## src/ch2_irq_cfg.svh

```systemverilog
// Constants for the channel-2 host interrupt enable block
`ifndef CH2_IRQ_CFG_SVH
`define CH2_IRQ_CFG_SVH

`define CH2_ADDR_W        8
`define CH2_OFF_CTRL      8'h00
`define CH2_OFF_MODE      8'h04
`define CH2_OFF_ODR       8'h08
`define CH2_OFF_FLAG      8'h0c
`define CH2_OFF_ISTAT     8'h10
`define CH2_OFF_IMASK     8'h14

`define CH2_BIT_LINE6     0
`define CH2_BIT_LINE9     1
`define CH2_BIT_LINE10    2
`define CH2_BIT_LINE11    3
`define CH2_BIT_DIRECT    0
`define CH2_BIT_OBF       0
`define CH2_EV_OBF_SET    0
`define CH2_EV_OBF_CLR    1

`define CH2_RST_ENABLE    4'h0
`define CH2_RST_MODE      1'b0
`define CH2_RST_ODR       8'h00
`define CH2_RST_ISTAT     2'h0
`define CH2_RST_IMASK     2'h0

`endif

```

## src/ch2_irq_pkg.sv

```systemverilog
// Types shared by the channel-2 host interrupt enable block
package ch2_irq_pkg;

    typedef enum logic [2:0] {
        SEL_CTRL  = 3'b000,
        SEL_MODE  = 3'b001,
        SEL_ODR   = 3'b010,
        SEL_FLAG  = 3'b011,
        SEL_ISTAT = 3'b100,
        SEL_IMASK = 3'b101,
        SEL_NONE  = 3'b111
    } reg_sel_t;

endpackage

```

## src/ch2_host_irq_enable.sv

```systemverilog
// Channel-2 host interrupt enables with APB register access
//
// Behaviour
// - Bit 3 gates line-eleven request from flag
// - Bit 2 gates line-ten request from flag
// - Bit 1 gates line-nine request from flag
// - Bit 0 gates line-six request from flag
// - Output data write sets the full flag
// - Writing zero clears an enable bit
// - LPC hardware or software reset clears enables
// - Flag clear clears enables outside direct mode
// - Flag set plus enable raises host request
// - Enable sets only by write after read-zero
// - Direct mode requests whenever enable is set
//
// Added by the designer: the address map and register access over APB.
`timescale 1ns/1ns
`include "ch2_irq_cfg.svh"
module ch2_host_irq_enable #(
    parameter int ADDR_W = `CH2_ADDR_W,
    parameter int NUM_EN = 4,
    parameter int NUM_EV = 2
) (
    input  wire logic              pclk,
    input  wire logic              presetn,
    input  wire logic              psel,
    input  wire logic              penable,
    input  wire logic              pwrite,
    input  wire logic [ADDR_W-1:0] paddr,
    input  wire logic [31:0]       pwdata,
    output logic      [31:0]       prdata,
    output logic                   pready,
    output logic                   pslverr,
    input  wire logic              host_obf_clear,
    input  wire logic              lpc_hw_reset,
    input  wire logic              lpc_sw_reset,
    output logic                   host_line_eleven_request,
    output logic                   host_line_ten_request,
    output logic                   host_line_nine_request,
    output logic                   host_line_six_request,
    output logic                   ch2_outbuf_full_flag,
    output logic                   irq
);
    ch2_irq_pkg::reg_sel_t sel;

    logic              setup_phase;
    logic              access_phase;
    logic              wr_access;
    logic              rd_access;
    logic              unmapped;
    logic              ctrl_wr;
    logic              ctrl_rd;
    logic              mode_wr;
    logic              odr_wr;
    logic              istat_wr;
    logic              imask_wr;
    logic              lpc_reset;
    logic              obf_fall;
    logic              en_hw_clear;
    logic [NUM_EN-1:0] en;
    logic [NUM_EN-1:0] armed;
    logic [NUM_EN-1:0] req;
    logic [NUM_EV-1:0] events;
    logic [31:0]       rd_mux;

    logic              ch2_direct_mode_ff;
    logic [7:0]        ch2_output_data_reg_ff;
    logic              obf_ff;
    logic              nxt_obf;
    logic [NUM_EV-1:0] istat_ff;
    logic [NUM_EV-1:0] nxt_istat;
    logic [NUM_EV-1:0] imask_ff;
    logic [NUM_EN-1:0] req_ff;
    logic [31:0]       prdata_ff;
    logic              pslverr_ff;

    // Address decode
    assign sel = (paddr == `CH2_OFF_CTRL)  ? ch2_irq_pkg::SEL_CTRL  :
                 (paddr == `CH2_OFF_MODE)  ? ch2_irq_pkg::SEL_MODE  :
                 (paddr == `CH2_OFF_ODR)   ? ch2_irq_pkg::SEL_ODR   :
                 (paddr == `CH2_OFF_FLAG)  ? ch2_irq_pkg::SEL_FLAG  :
                 (paddr == `CH2_OFF_ISTAT) ? ch2_irq_pkg::SEL_ISTAT :
                 (paddr == `CH2_OFF_IMASK) ? ch2_irq_pkg::SEL_IMASK :
                                             ch2_irq_pkg::SEL_NONE;

    assign setup_phase  = psel && !penable;
    assign access_phase = psel && penable;
    assign wr_access    = access_phase && pwrite;
    assign rd_access    = access_phase && !pwrite;
    assign unmapped     = (sel == ch2_irq_pkg::SEL_NONE);

    // The enables sit only behind the slave CPU bus; no host path exists
    assign ctrl_wr  = wr_access && (sel == ch2_irq_pkg::SEL_CTRL);
    assign ctrl_rd  = rd_access && (sel == ch2_irq_pkg::SEL_CTRL);
    assign mode_wr  = wr_access && (sel == ch2_irq_pkg::SEL_MODE);
    assign odr_wr   = wr_access && (sel == ch2_irq_pkg::SEL_ODR);
    assign istat_wr = wr_access && (sel == ch2_irq_pkg::SEL_ISTAT);
    assign imask_wr = wr_access && (sel == ch2_irq_pkg::SEL_IMASK);

    // Zero wait states; errors only on unmapped addresses
    assign pready  = 1'b1;
    assign pslverr = pslverr_ff && access_phase;
    assign prdata  = prdata_ff;

    // Full flag: the output data write wins over a host take
    assign nxt_obf  = odr_wr ? 1'b1 : (host_obf_clear ? 1'b0 : obf_ff);
    assign obf_fall = obf_ff && !nxt_obf;

    // Hardware clearing of the enables
    assign lpc_reset   = lpc_hw_reset || lpc_sw_reset;
    assign en_hw_clear = lpc_reset || (obf_fall && !ch2_direct_mode_ff);

    // Enable bits, each with its own read-then-write arming
    genvar g;
    generate
        for (g = 0; g < NUM_EN; g++)
        begin : g_en
            host_enable_cell u_cell (
                .pclk      (pclk),
                .presetn   (presetn),
                .rd_strobe (ctrl_rd),
                .rd_value  (prdata_ff[g]),
                .wr_strobe (ctrl_wr),
                .wr_value  (pwdata[g]),
                .hw_clear  (en_hw_clear),
                .enable    (en[g]),
                .armed     (armed[g])
            );
            // Qualified or direct request per line
            assign req[g] = en[g] && (ch2_direct_mode_ff || obf_ff);
        end
    endgenerate

    assign host_line_eleven_request = req_ff[`CH2_BIT_LINE11];
    assign host_line_ten_request    = req_ff[`CH2_BIT_LINE10];
    assign host_line_nine_request   = req_ff[`CH2_BIT_LINE9];
    assign host_line_six_request    = req_ff[`CH2_BIT_LINE6];
    assign ch2_outbuf_full_flag     = obf_ff;

    // Sticky events: set wins over a write-one clear
    assign events[`CH2_EV_OBF_SET] = odr_wr && !obf_ff;
    assign events[`CH2_EV_OBF_CLR] = obf_fall;
    assign nxt_istat = events | (istat_ff & ~(istat_wr ? pwdata[NUM_EV-1:0] : {NUM_EV{1'b0}}));
    assign irq       = |(istat_ff & imask_ff);

    // Read data chosen at setup, presented through the access phase
    always_comb
    begin
        rd_mux = 32'h0000_0000;
        case (sel)
            ch2_irq_pkg::SEL_CTRL:  rd_mux[NUM_EN-1:0] = en;
            ch2_irq_pkg::SEL_MODE:  rd_mux[`CH2_BIT_DIRECT] = ch2_direct_mode_ff;
            ch2_irq_pkg::SEL_ODR:   rd_mux[7:0] = ch2_output_data_reg_ff;
            ch2_irq_pkg::SEL_FLAG:  rd_mux[`CH2_BIT_OBF] = obf_ff;
            ch2_irq_pkg::SEL_ISTAT: rd_mux[NUM_EV-1:0] = istat_ff;
            ch2_irq_pkg::SEL_IMASK: rd_mux[NUM_EV-1:0] = imask_ff;
            default:                rd_mux = 32'h0000_0000;
        endcase
    end

    always_ff @(posedge pclk or negedge presetn)
    begin
        if (!presetn)
        begin
            prdata_ff  <= 32'h0000_0000;
            pslverr_ff <= 1'b0;
        end
        else if (setup_phase)
        begin
            prdata_ff  <= pwrite ? 32'h0000_0000 : rd_mux;
            pslverr_ff <= unmapped;
        end
    end

    always_ff @(posedge pclk or negedge presetn)
    begin
        if (!presetn)
        begin
            ch2_direct_mode_ff     <= `CH2_RST_MODE;
            ch2_output_data_reg_ff <= `CH2_RST_ODR;
            obf_ff                 <= 1'b0;
        end
        else
        begin
            if (mode_wr)
                ch2_direct_mode_ff <= pwdata[`CH2_BIT_DIRECT];
            if (odr_wr)
                ch2_output_data_reg_ff <= pwdata[7:0];
            obf_ff <= nxt_obf;
        end
    end

    always_ff @(posedge pclk or negedge presetn)
    begin
        if (!presetn)
        begin
            istat_ff <= `CH2_RST_ISTAT;
            imask_ff <= `CH2_RST_IMASK;
            req_ff   <= `CH2_RST_ENABLE;
        end
        else
        begin
            istat_ff <= nxt_istat;
            if (imask_wr)
                imask_ff <= pwdata[NUM_EV-1:0];
            req_ff <= req;
        end
    end
endmodule

```

## src/host_enable_cell.sv

```systemverilog
// One host interrupt enable bit with read-zero-then-write-one arming
`timescale 1ns/1ns
module host_enable_cell (
    input  wire logic pclk,
    input  wire logic presetn,
    input  wire logic rd_strobe,
    input  wire logic rd_value,
    input  wire logic wr_strobe,
    input  wire logic wr_value,
    input  wire logic hw_clear,
    output logic      enable,
    output logic      armed
);
    logic enable_ff;
    logic armed_ff;
    logic nxt_enable;
    logic nxt_armed;

    // Clearing conditions win over a write of one
    always_comb
    begin
        nxt_enable = enable_ff;
        nxt_armed  = armed_ff;
        if (hw_clear)
        begin
            nxt_enable = 1'b0;
            nxt_armed  = 1'b0;
        end
        else if (wr_strobe)
        begin
            nxt_armed = 1'b0;
            if (!wr_value)
                nxt_enable = 1'b0;
            else if (armed_ff)
                nxt_enable = 1'b1;
        end
        else if (rd_strobe && !rd_value)
            nxt_armed = 1'b1;
    end

    always_ff @(posedge pclk or negedge presetn)
    begin
        if (!presetn)
        begin
            enable_ff <= 1'b0;
            armed_ff  <= 1'b0;
        end
        else
        begin
            enable_ff <= nxt_enable;
            armed_ff  <= nxt_armed;
        end
    end

    assign enable = enable_ff;
    assign armed  = armed_ff;
endmodule

```

## config.mk

```make
export PLATFORM = sky130hd
export DESIGN_NAME = ch2_host_irq_enable
export DESIGN_NICKNAME = d
export VERILOG_FILES = /design/src/ch2_irq_pkg.sv /design/src/ch2_host_irq_enable.sv /design/src/host_enable_cell.sv
export VERILOG_INCLUDE_DIRS = /design/src
export SDC_FILE = /design/constraint.sdc
export NUM_CORES = 1
export LEC_CHECK = 0
export BUFFER_PORTS_ARGS = -buffer_cell sky130_fd_sc_hd__buf_2
export CORE_UTILIZATION = 42
export DETAILED_ROUTE_END_ITERATION = 8
export MAX_ROUTING_LAYER = met4
export PLACE_DENSITY_LB_ADDON = 0.15
export SLEW_MARGIN = 20
export SYNTH_ARGS = -nofsm -noshare
export SYNTH_HDL_FRONTEND = slang
export SYNTH_HIERARCHICAL = 1
export SYNTH_SLANG_ARGS = --single-unit
```

## constraint.sdc

```tcl
create_clock -name pclk -period 3.8 [get_ports pclk]
set_input_delay 0.38 -clock pclk [delete_from_list [all_inputs] [get_ports pclk]]
set_output_delay 0.38 -clock pclk [all_outputs]
set_load 0.02 [all_outputs]
```

### After elaboration in Yosys (flattened, before gate mapping)

Cells that the tools add are included.
W data, S select, Z words.

| storage, ports and cells | value |
|---|---|
| register bits after elaboration | 59 |
| latch bits | 0 |
| RAM bits | 0 |
| ROM bits | 0 |
| bits of input ports | 48 |
| output and inout port bits | 40 |
| logic and storage cells | 123 |
| memories kept | 0 |

| cells by class | value |
|---|---|
| add/subtract/negate cells | 0 |
| multiply operators | 0 |
| div/mod/pow operators | 0 |
| $lt $le $gt $ge | 0 |
| equal/unequal tests | 15 |
| shift-type cells | 0 |
| muxes and demuxes | 42 |
| bitwise operators | 4 |
| reductions and logical operators | 46 |

Operators by type and width:

| kind | number |
|---|---|
| $mux W1 | 30 |
| $logic_and A1 B1 Y1 | 22 |
| $eq A8 B4 Y1 const B | 2 |
| $eq A8 B5 Y1 const B | 2 |
| $mux W3 | 4 |
| $ne A3 B1 Y1 const B | 4 |
| $reduce_bool A3 Y1 | 4 |
| $eq A3 B3 Y1 const B | 3 |
| $logic_not A1 Y1 | 9 |
| $eq A8 B3 Y1 const B | 1 |
| $logic_not A8 Y1 | 1 |
| $mux W8 | 1 |
| $reduce_and A2 Y1 | 4 |
| $eq A3 B2 Y1 const B | 2 |
| $mux W2 | 3 |
| $pmux W1 S6 | 1 |
| $and A2 B2 Y2 | 2 |
| $mux W4 | 1 |
| $pmux W1 S4 | 1 |
| $pmux W2 S2 | 1 |
| $eq A3 B1 Y1 const B | 1 |
| $logic_not A3 Y1 | 1 |
| $logic_or A1 B1 Y1 | 3 |
| $not A2 Y2 | 1 |
| 3 further kinds | 3 |

### Longest topological paths before layout

| depth | value |
|---|---|
| word-level depth | 16 |
| gate-level depth with buffers | 8 |
| gate-level depth less buffers | 6 |

### Modules after synthesis

The synthesis kept the hierarchy.

By module, submodules not included:

| module | times used | cells each | area each (µm²) | sequential area each (µm²) |
|---|---|---|---|---|
| ch2_host_irq_enable | 1 | 138 | 1468.9 | 675.6 |
| host_enable_cell | 4 | 8 | 88.8 | 50.0 |

### Least setup slack after synthesis

No wires, ideal clock.

| timing path | value |
|---|---|
| kind | input-to-reg |
| from | in paddr[3] |
| to | reg g_en[0].u_cell.armed_ff |
| library setup time | 119 ps |
| arrival time | 1981 ps |
| required time | 3681 ps |
| path slack | 1700 ps |
| stages on the path | 8 |
| path buffers | 2 |
| path through | buf_4 > nor3b_1 > nand4_1 > buf_2 > nand3_1 > o21ai_0 > nor2_1 > o21a_1 |

| between the ends | value |
|---|---|
| word-level cells in the longest chain between the ends | 15 |
| elaborated cells between the ends (all ways) | 26 |
| those cells by class | eq/ne (6); mux (9); reduce/logical (11) |

RTL lines:

| what | line | text |
|---|---|---|
| from (decl) | ch2_host_irq_enable.sv:29 | `input wire logic [ADDR_W-1:0] paddr,` |
| $eq A8 B5 Y1 (no line) | - |  |
| $mux W2 | ch2_host_irq_enable.sv:83 | `` (paddr == `CH2_OFF_IMASK) ? ch2_irq_pkg::SEL_IMASK : `` |
| $mux W2 | ch2_host_irq_enable.sv:82 | `` (paddr == `CH2_OFF_ISTAT) ? ch2_irq_pkg::SEL_ISTAT : `` |
| $mux W3 | ch2_host_irq_enable.sv:81 | `` (paddr == `CH2_OFF_FLAG) ? ch2_irq_pkg::SEL_FLAG : `` |
| $mux W3 | ch2_host_irq_enable.sv:80 | `` (paddr == `CH2_OFF_ODR) ? ch2_irq_pkg::SEL_ODR : `` |
| $mux W3 | ch2_host_irq_enable.sv:79 | `` (paddr == `CH2_OFF_MODE) ? ch2_irq_pkg::SEL_MODE : `` |
| $mux W3 * | ch2_host_irq_enable.sv:78 | `` assign sel = (paddr == `CH2_OFF_CTRL) ? ch2_irq_pkg::SEL_CTRL : `` |
| $eq A3 B2 Y1 * | ch2_host_irq_enable.sv:96 | `assign odr_wr = wr_access && (sel == ch2_irq_pkg::SEL_ODR);` |
| $logic_and A1 B1 Y1 * | ch2_host_irq_enable.sv:96 |  |
| $mux W1 * | ch2_host_irq_enable.sv:106 | `assign nxt_obf = odr_wr ? 1'b1 : (host_obf_clear ? 1'b0 : obf_ff);` |
| $logic_not A1 Y1 * | ch2_host_irq_enable.sv:107 | `assign obf_fall = obf_ff && !nxt_obf;` |
| $logic_and A1 B1 Y1 * | ch2_host_irq_enable.sv:107 |  |
| $logic_and A1 B1 Y1 * | ch2_host_irq_enable.sv:111 | `assign en_hw_clear = lpc_reset \|\| (obf_fall && !ch2_direct_mode_ff);` |
| $logic_or A1 B1 Y1 * | ch2_host_irq_enable.sv:111 |  |
| net en_hw_clear | ch2_host_irq_enable.sv:59 | `logic en_hw_clear;` |
| $reduce_bool A3 Y1 (no line) or $mux W1 (tied branches) | - |  |
| to (signal assigned) | host_enable_cell.sv:51 | `armed_ff <= nxt_armed;` |
| to (decl) | host_enable_cell.sv:15 | `logic armed_ff;` |

The timed path passes the listed nets; every way through them passes the cells marked *.
A chain may end at the register's enable or synchronous reset.

### Final worst setup path

| timing path | value |
|---|---|
| from | in paddr[3] |
| to | reg g_en[2].u_cell.armed_ff |

| between the ends | value |
|---|---|
| word-level cells in the longest chain between the ends | 15 |
| elaborated cells between the ends (all ways) | 26 |
| those cells by class | eq/ne (6); mux (9); reduce/logical (11) |

RTL lines:

| what | line |
|---|---|
| $eq A8 B5 Y1 (no line) | - |
| $mux W2 | ch2_host_irq_enable.sv:83 |
| $mux W2 | ch2_host_irq_enable.sv:82 |
| $mux W3 | ch2_host_irq_enable.sv:81 |
| $mux W3 | ch2_host_irq_enable.sv:80 |
| $mux W3 | ch2_host_irq_enable.sv:79 |
| $mux W3 * | ch2_host_irq_enable.sv:78 |
| $eq A3 B2 Y1 * | ch2_host_irq_enable.sv:96 |
| $logic_and A1 B1 Y1 * | ch2_host_irq_enable.sv:96 |
| $mux W1 * | ch2_host_irq_enable.sv:106 |
| $logic_not A1 Y1 * | ch2_host_irq_enable.sv:107 |
| $logic_and A1 B1 Y1 * | ch2_host_irq_enable.sv:107 |
| $logic_and A1 B1 Y1 * | ch2_host_irq_enable.sv:111 |
| $logic_or A1 B1 Y1 * | ch2_host_irq_enable.sv:111 |
| net en_hw_clear | ch2_host_irq_enable.sv:59 |
| $reduce_bool A3 Y1 (no line) or $mux W1 (tied branches) | - |
| to (signal assigned) | host_enable_cell.sv:51 |
| to (decl) | host_enable_cell.sv:15 |

Marks and branches as above.

==> flow_summary.json <==
{
  "status": "complete, no violations",
  "drv_slew": 0,
  "port_buffers": 38,
  "dieWidth_um": 67.9,
  "cts_resized": 0,
  "grt_overflow_total": 0,
  "yosysUniqueCellTypes": 33,
  "power_density_mw_per_mm2": 347,
  "synthAdderAreaFrac_pct": 0,
  "synth_flop_cell": "dfrtp_1",
  "critPathMaxStageDelay_ns": 0.55,
  "dp_hpwl_um": 2700,
  "synth_top_family_by_area": "simple AND/OR/NAND/NOR gates",
  "die_h_um": 67.9,
  "cp.arrival_ns": 2.25,
  "place.gp.congestion": 0.826,
  "ys_seq_area_share_pct": 48.0,
  "first_pass_iters": 4,
  "grt_pass1_vias": 1265,
  "period_share_pct": 53.2,
  "ctsHoldBuffers": 0,
  "clk_pin_slew_ns": 0.07,
  "drtIter0Drc": 37,
  "hold_ws_ns": 0.168,
  "cp_slowest_cell": "nand4_1",
  "ys_ff_latch": 35,
  "hold_violations": 0,
  "antenna_found_initial": 0,
  "syn_avg_cell_area_um2": 10.7,
  "start_util_pct": 44.6,
  "cts.sink_count": 35,
  "cts_buffers": 5,
  "ioPinCount": 88,
  "crit_type": "in -> reg",
  "via_per_inst": 4.86,
  "setup-violations-final": 0,
  "required_ns": 4.03,
  "clock_path_buffers": 2,
  "wl_per_cell_um": 13.7,
  "grt_first_pass_wirelength_um": 5800,
  "fmax_mhz": 494,
  "nets": 258,
  "rows": 23,
  "async_reset_ff_share_pct": 100,
  "synth-compound-area-share_pct": 9.33,
  "grt_max_degree": 36,
  "synth-edff-count": 0,
  "layout-drive-gt1-share_pct": 30.8,
  "syn-instance-count": 170,
  "fillers": 397,
  "power_leakage_nw": 1.03,
  "drc": 0,
  "ant_nets": 0,
  "slew_headroom_pct": 48.7,
  "place_ws_ns": 1.48,
  "grt_usage_pct": 17.8,
  "synth_area_mm2": 0.00182,
  "ir_worst_vdd_mv": 0.143,
  "ys_warn_count": 6,
  "crit_chain": "buf_2, nor3b_1, nand4_1, nand3_1, o21ai_0, buf_4, nor2_1, o21a_1",
  "maxCapViolations": 0,
  "synth_mux_area_share_pct": 10.2,
  "cts_tree": "yes",
  "layout_setup_ws_ns": 1.78,
  "grt_setup_unrepaired": "false",
  "htreeDepth": 2,
  "start_kind": "input pin",
  "vias": 1268,
  "dieArea_mm2": 0.00461,
  "cts_root_buffer": "clkbuf_8",
  "diodes": 0,
  "multiInputGateArea_um2": 817,
  "crit_fanout": 11,
  "crit_path_end_kind": "flop",
  "area_growth_pct": 12.1,
  "wl_um": 3590,
  "hold_class": "in -> async",
  "clk-insertion-delay-late_ns": 0.28,
  "core_area_mm2": 0.00409,
  "cts_setup_buffers": 0,
  "regArea_um2": 876,
  "finClkSkew_ns": 0.00257,
  "tightestPinTransition_ns": 0.769,
  "fin_setup_tns_ns": 0,
  "post-route-min-period_ns": 2.02,
  "yosys.area_share.simple_pct": 20.1,
  "synth_xor_area_share_pct": 0
}
## cells by family after synthesis
family | Yosys count
buffers and inverters | 31
muxes | 16
other | 2
DFF | 35
and+or+nand+nor | 60
AOI/OAI and AO/OA | 26
## final timing paths
kind / from / endpoint / slack [ns] / depth (start not counted)
worst max-delay path: paddr[3] / g_en[2].u_cell/armed$_DFFE_PN0P_ / 1.78 / 8
worst min-delay path: presetn / req_ff[0]$_DFF_PN0_ / 0.17 / 1
worst max register to register: ch2_outbuf_full_flag$_DFF_PN0_ / g_en[3].u_cell/armed$_DFFE_PN0P_ / 2.57 / 5
worst min register to register: pslverr_ff$_DFFE_PN0P_ / pslverr_ff$_DFFE_PN0P_ / 0.50 / 2
max in group asynchronous: presetn / ch2_output_data_reg_ff[4]$_DFFE_PN0P_ / 3.14 / 1
min in group pclk: host_obf_clear / ch2_outbuf_full_flag$_DFF_PN0_ / 0.31 / 2
## power by group
group	switching (mW)	internal [mW]
sequential	0.00305	0.377
clock	0.129	0.129
combinational	0.0528	0.0194
## cell usage after synthesis (2+ instances only)
library cell	n	share of area, %
o21ai_0	8	2.2
nand4_1	2	0.69
a32oi_1	2	0.96
buf_4	26	11
buf_2	3	0.82
nor3_1	2	0.55
nor2_1	9	1.9
nand2_1	11	2.3
a21oi_1	4	1.1
nand2b_1	4	1.4
mux2_2	11	6.8
nand4b_1	2	0.96
nor3_2	5	2.7
dfrtp_1	35	48
a22o_1	5	2.4
o21a_1	4	1.6
conb_1	2	0.41
mux2i_1	4	2.2
and2_1	3	1.0
nand3_1	2	0.55
and3_1	2	0.69
nor2b_1	13	4.5
## per-layer routing
layer / global-route usage, % / share of wire [%] / vias to the layer above
met5: - / 0 / -
met4: 6.77 / 1.4 / 0
met3: 5.33 / 5.9 / 6
met2: 27.0 / 47 / 43
met1: 22.4 / 46 / 601
li1: - / - / 618
## registers in the layout, summed over array words and instances (netlist names)
signal                  count
ch2_direct_mode_ff          1
ch2_outbuf_full_flag        1
ch2_output_data_reg_ff      8
g_en.u_cell/armed           4
g_en.u_cell/enable          4
imask_ff                    2
istat_ff                    2
prdata                      8
pslverr_ff                  1
req_ff                      4
## area by class of cell
type | count | share of cell area, %
repair buffers | 40 | 10.0
multi-input cells | 127 | 39.9
inverters | 1 | 0.183
flip-flops and latches | 35 | 42.8
clock buffers | 7 | 3.73
clock inverters | 1 | 0.245
well taps | 50 | 3.06
## stage by stage
stage	instance area (µm²)	total power [mW]	cells	utilization [%]
5_1_grt	2050	0.739	261	50.1
6_report	2050	0.710	261	50.1
4_1_cts	2050	0.716	261	50.1
3_3_place_gp	1960	0.458	253	48.1
3_5_place_dp	1960	0.459	253	48.1
2_1_floorplan	1910	0.451	193	-
## cell usage in the layout, fill, tap and decap left out, types with 3 or more instances in the layout
cell type	n
nor2_1	9
nand2b_1	4
dfrtp_1	35
clkbuf_8	5
mux2i_1	4
and2_1	3
nor3_2	5
o21ai_0	8
a22o_1	5
a21oi_1	4
mux2_2	11
o21a_1	4
buf_2	38
nand2_1	11
nor2b_1	13
conb_1	25
## worst max-delay path, delay by kind of cell
family	cells	cell delay [ns]
AND/OR/NAND/NOR	4	1.23
buffers and inverters	2	0.40
AO/OA/AOI/OAI	2	0.24
No activity file was read; power rests on OpenSTA's default activity.
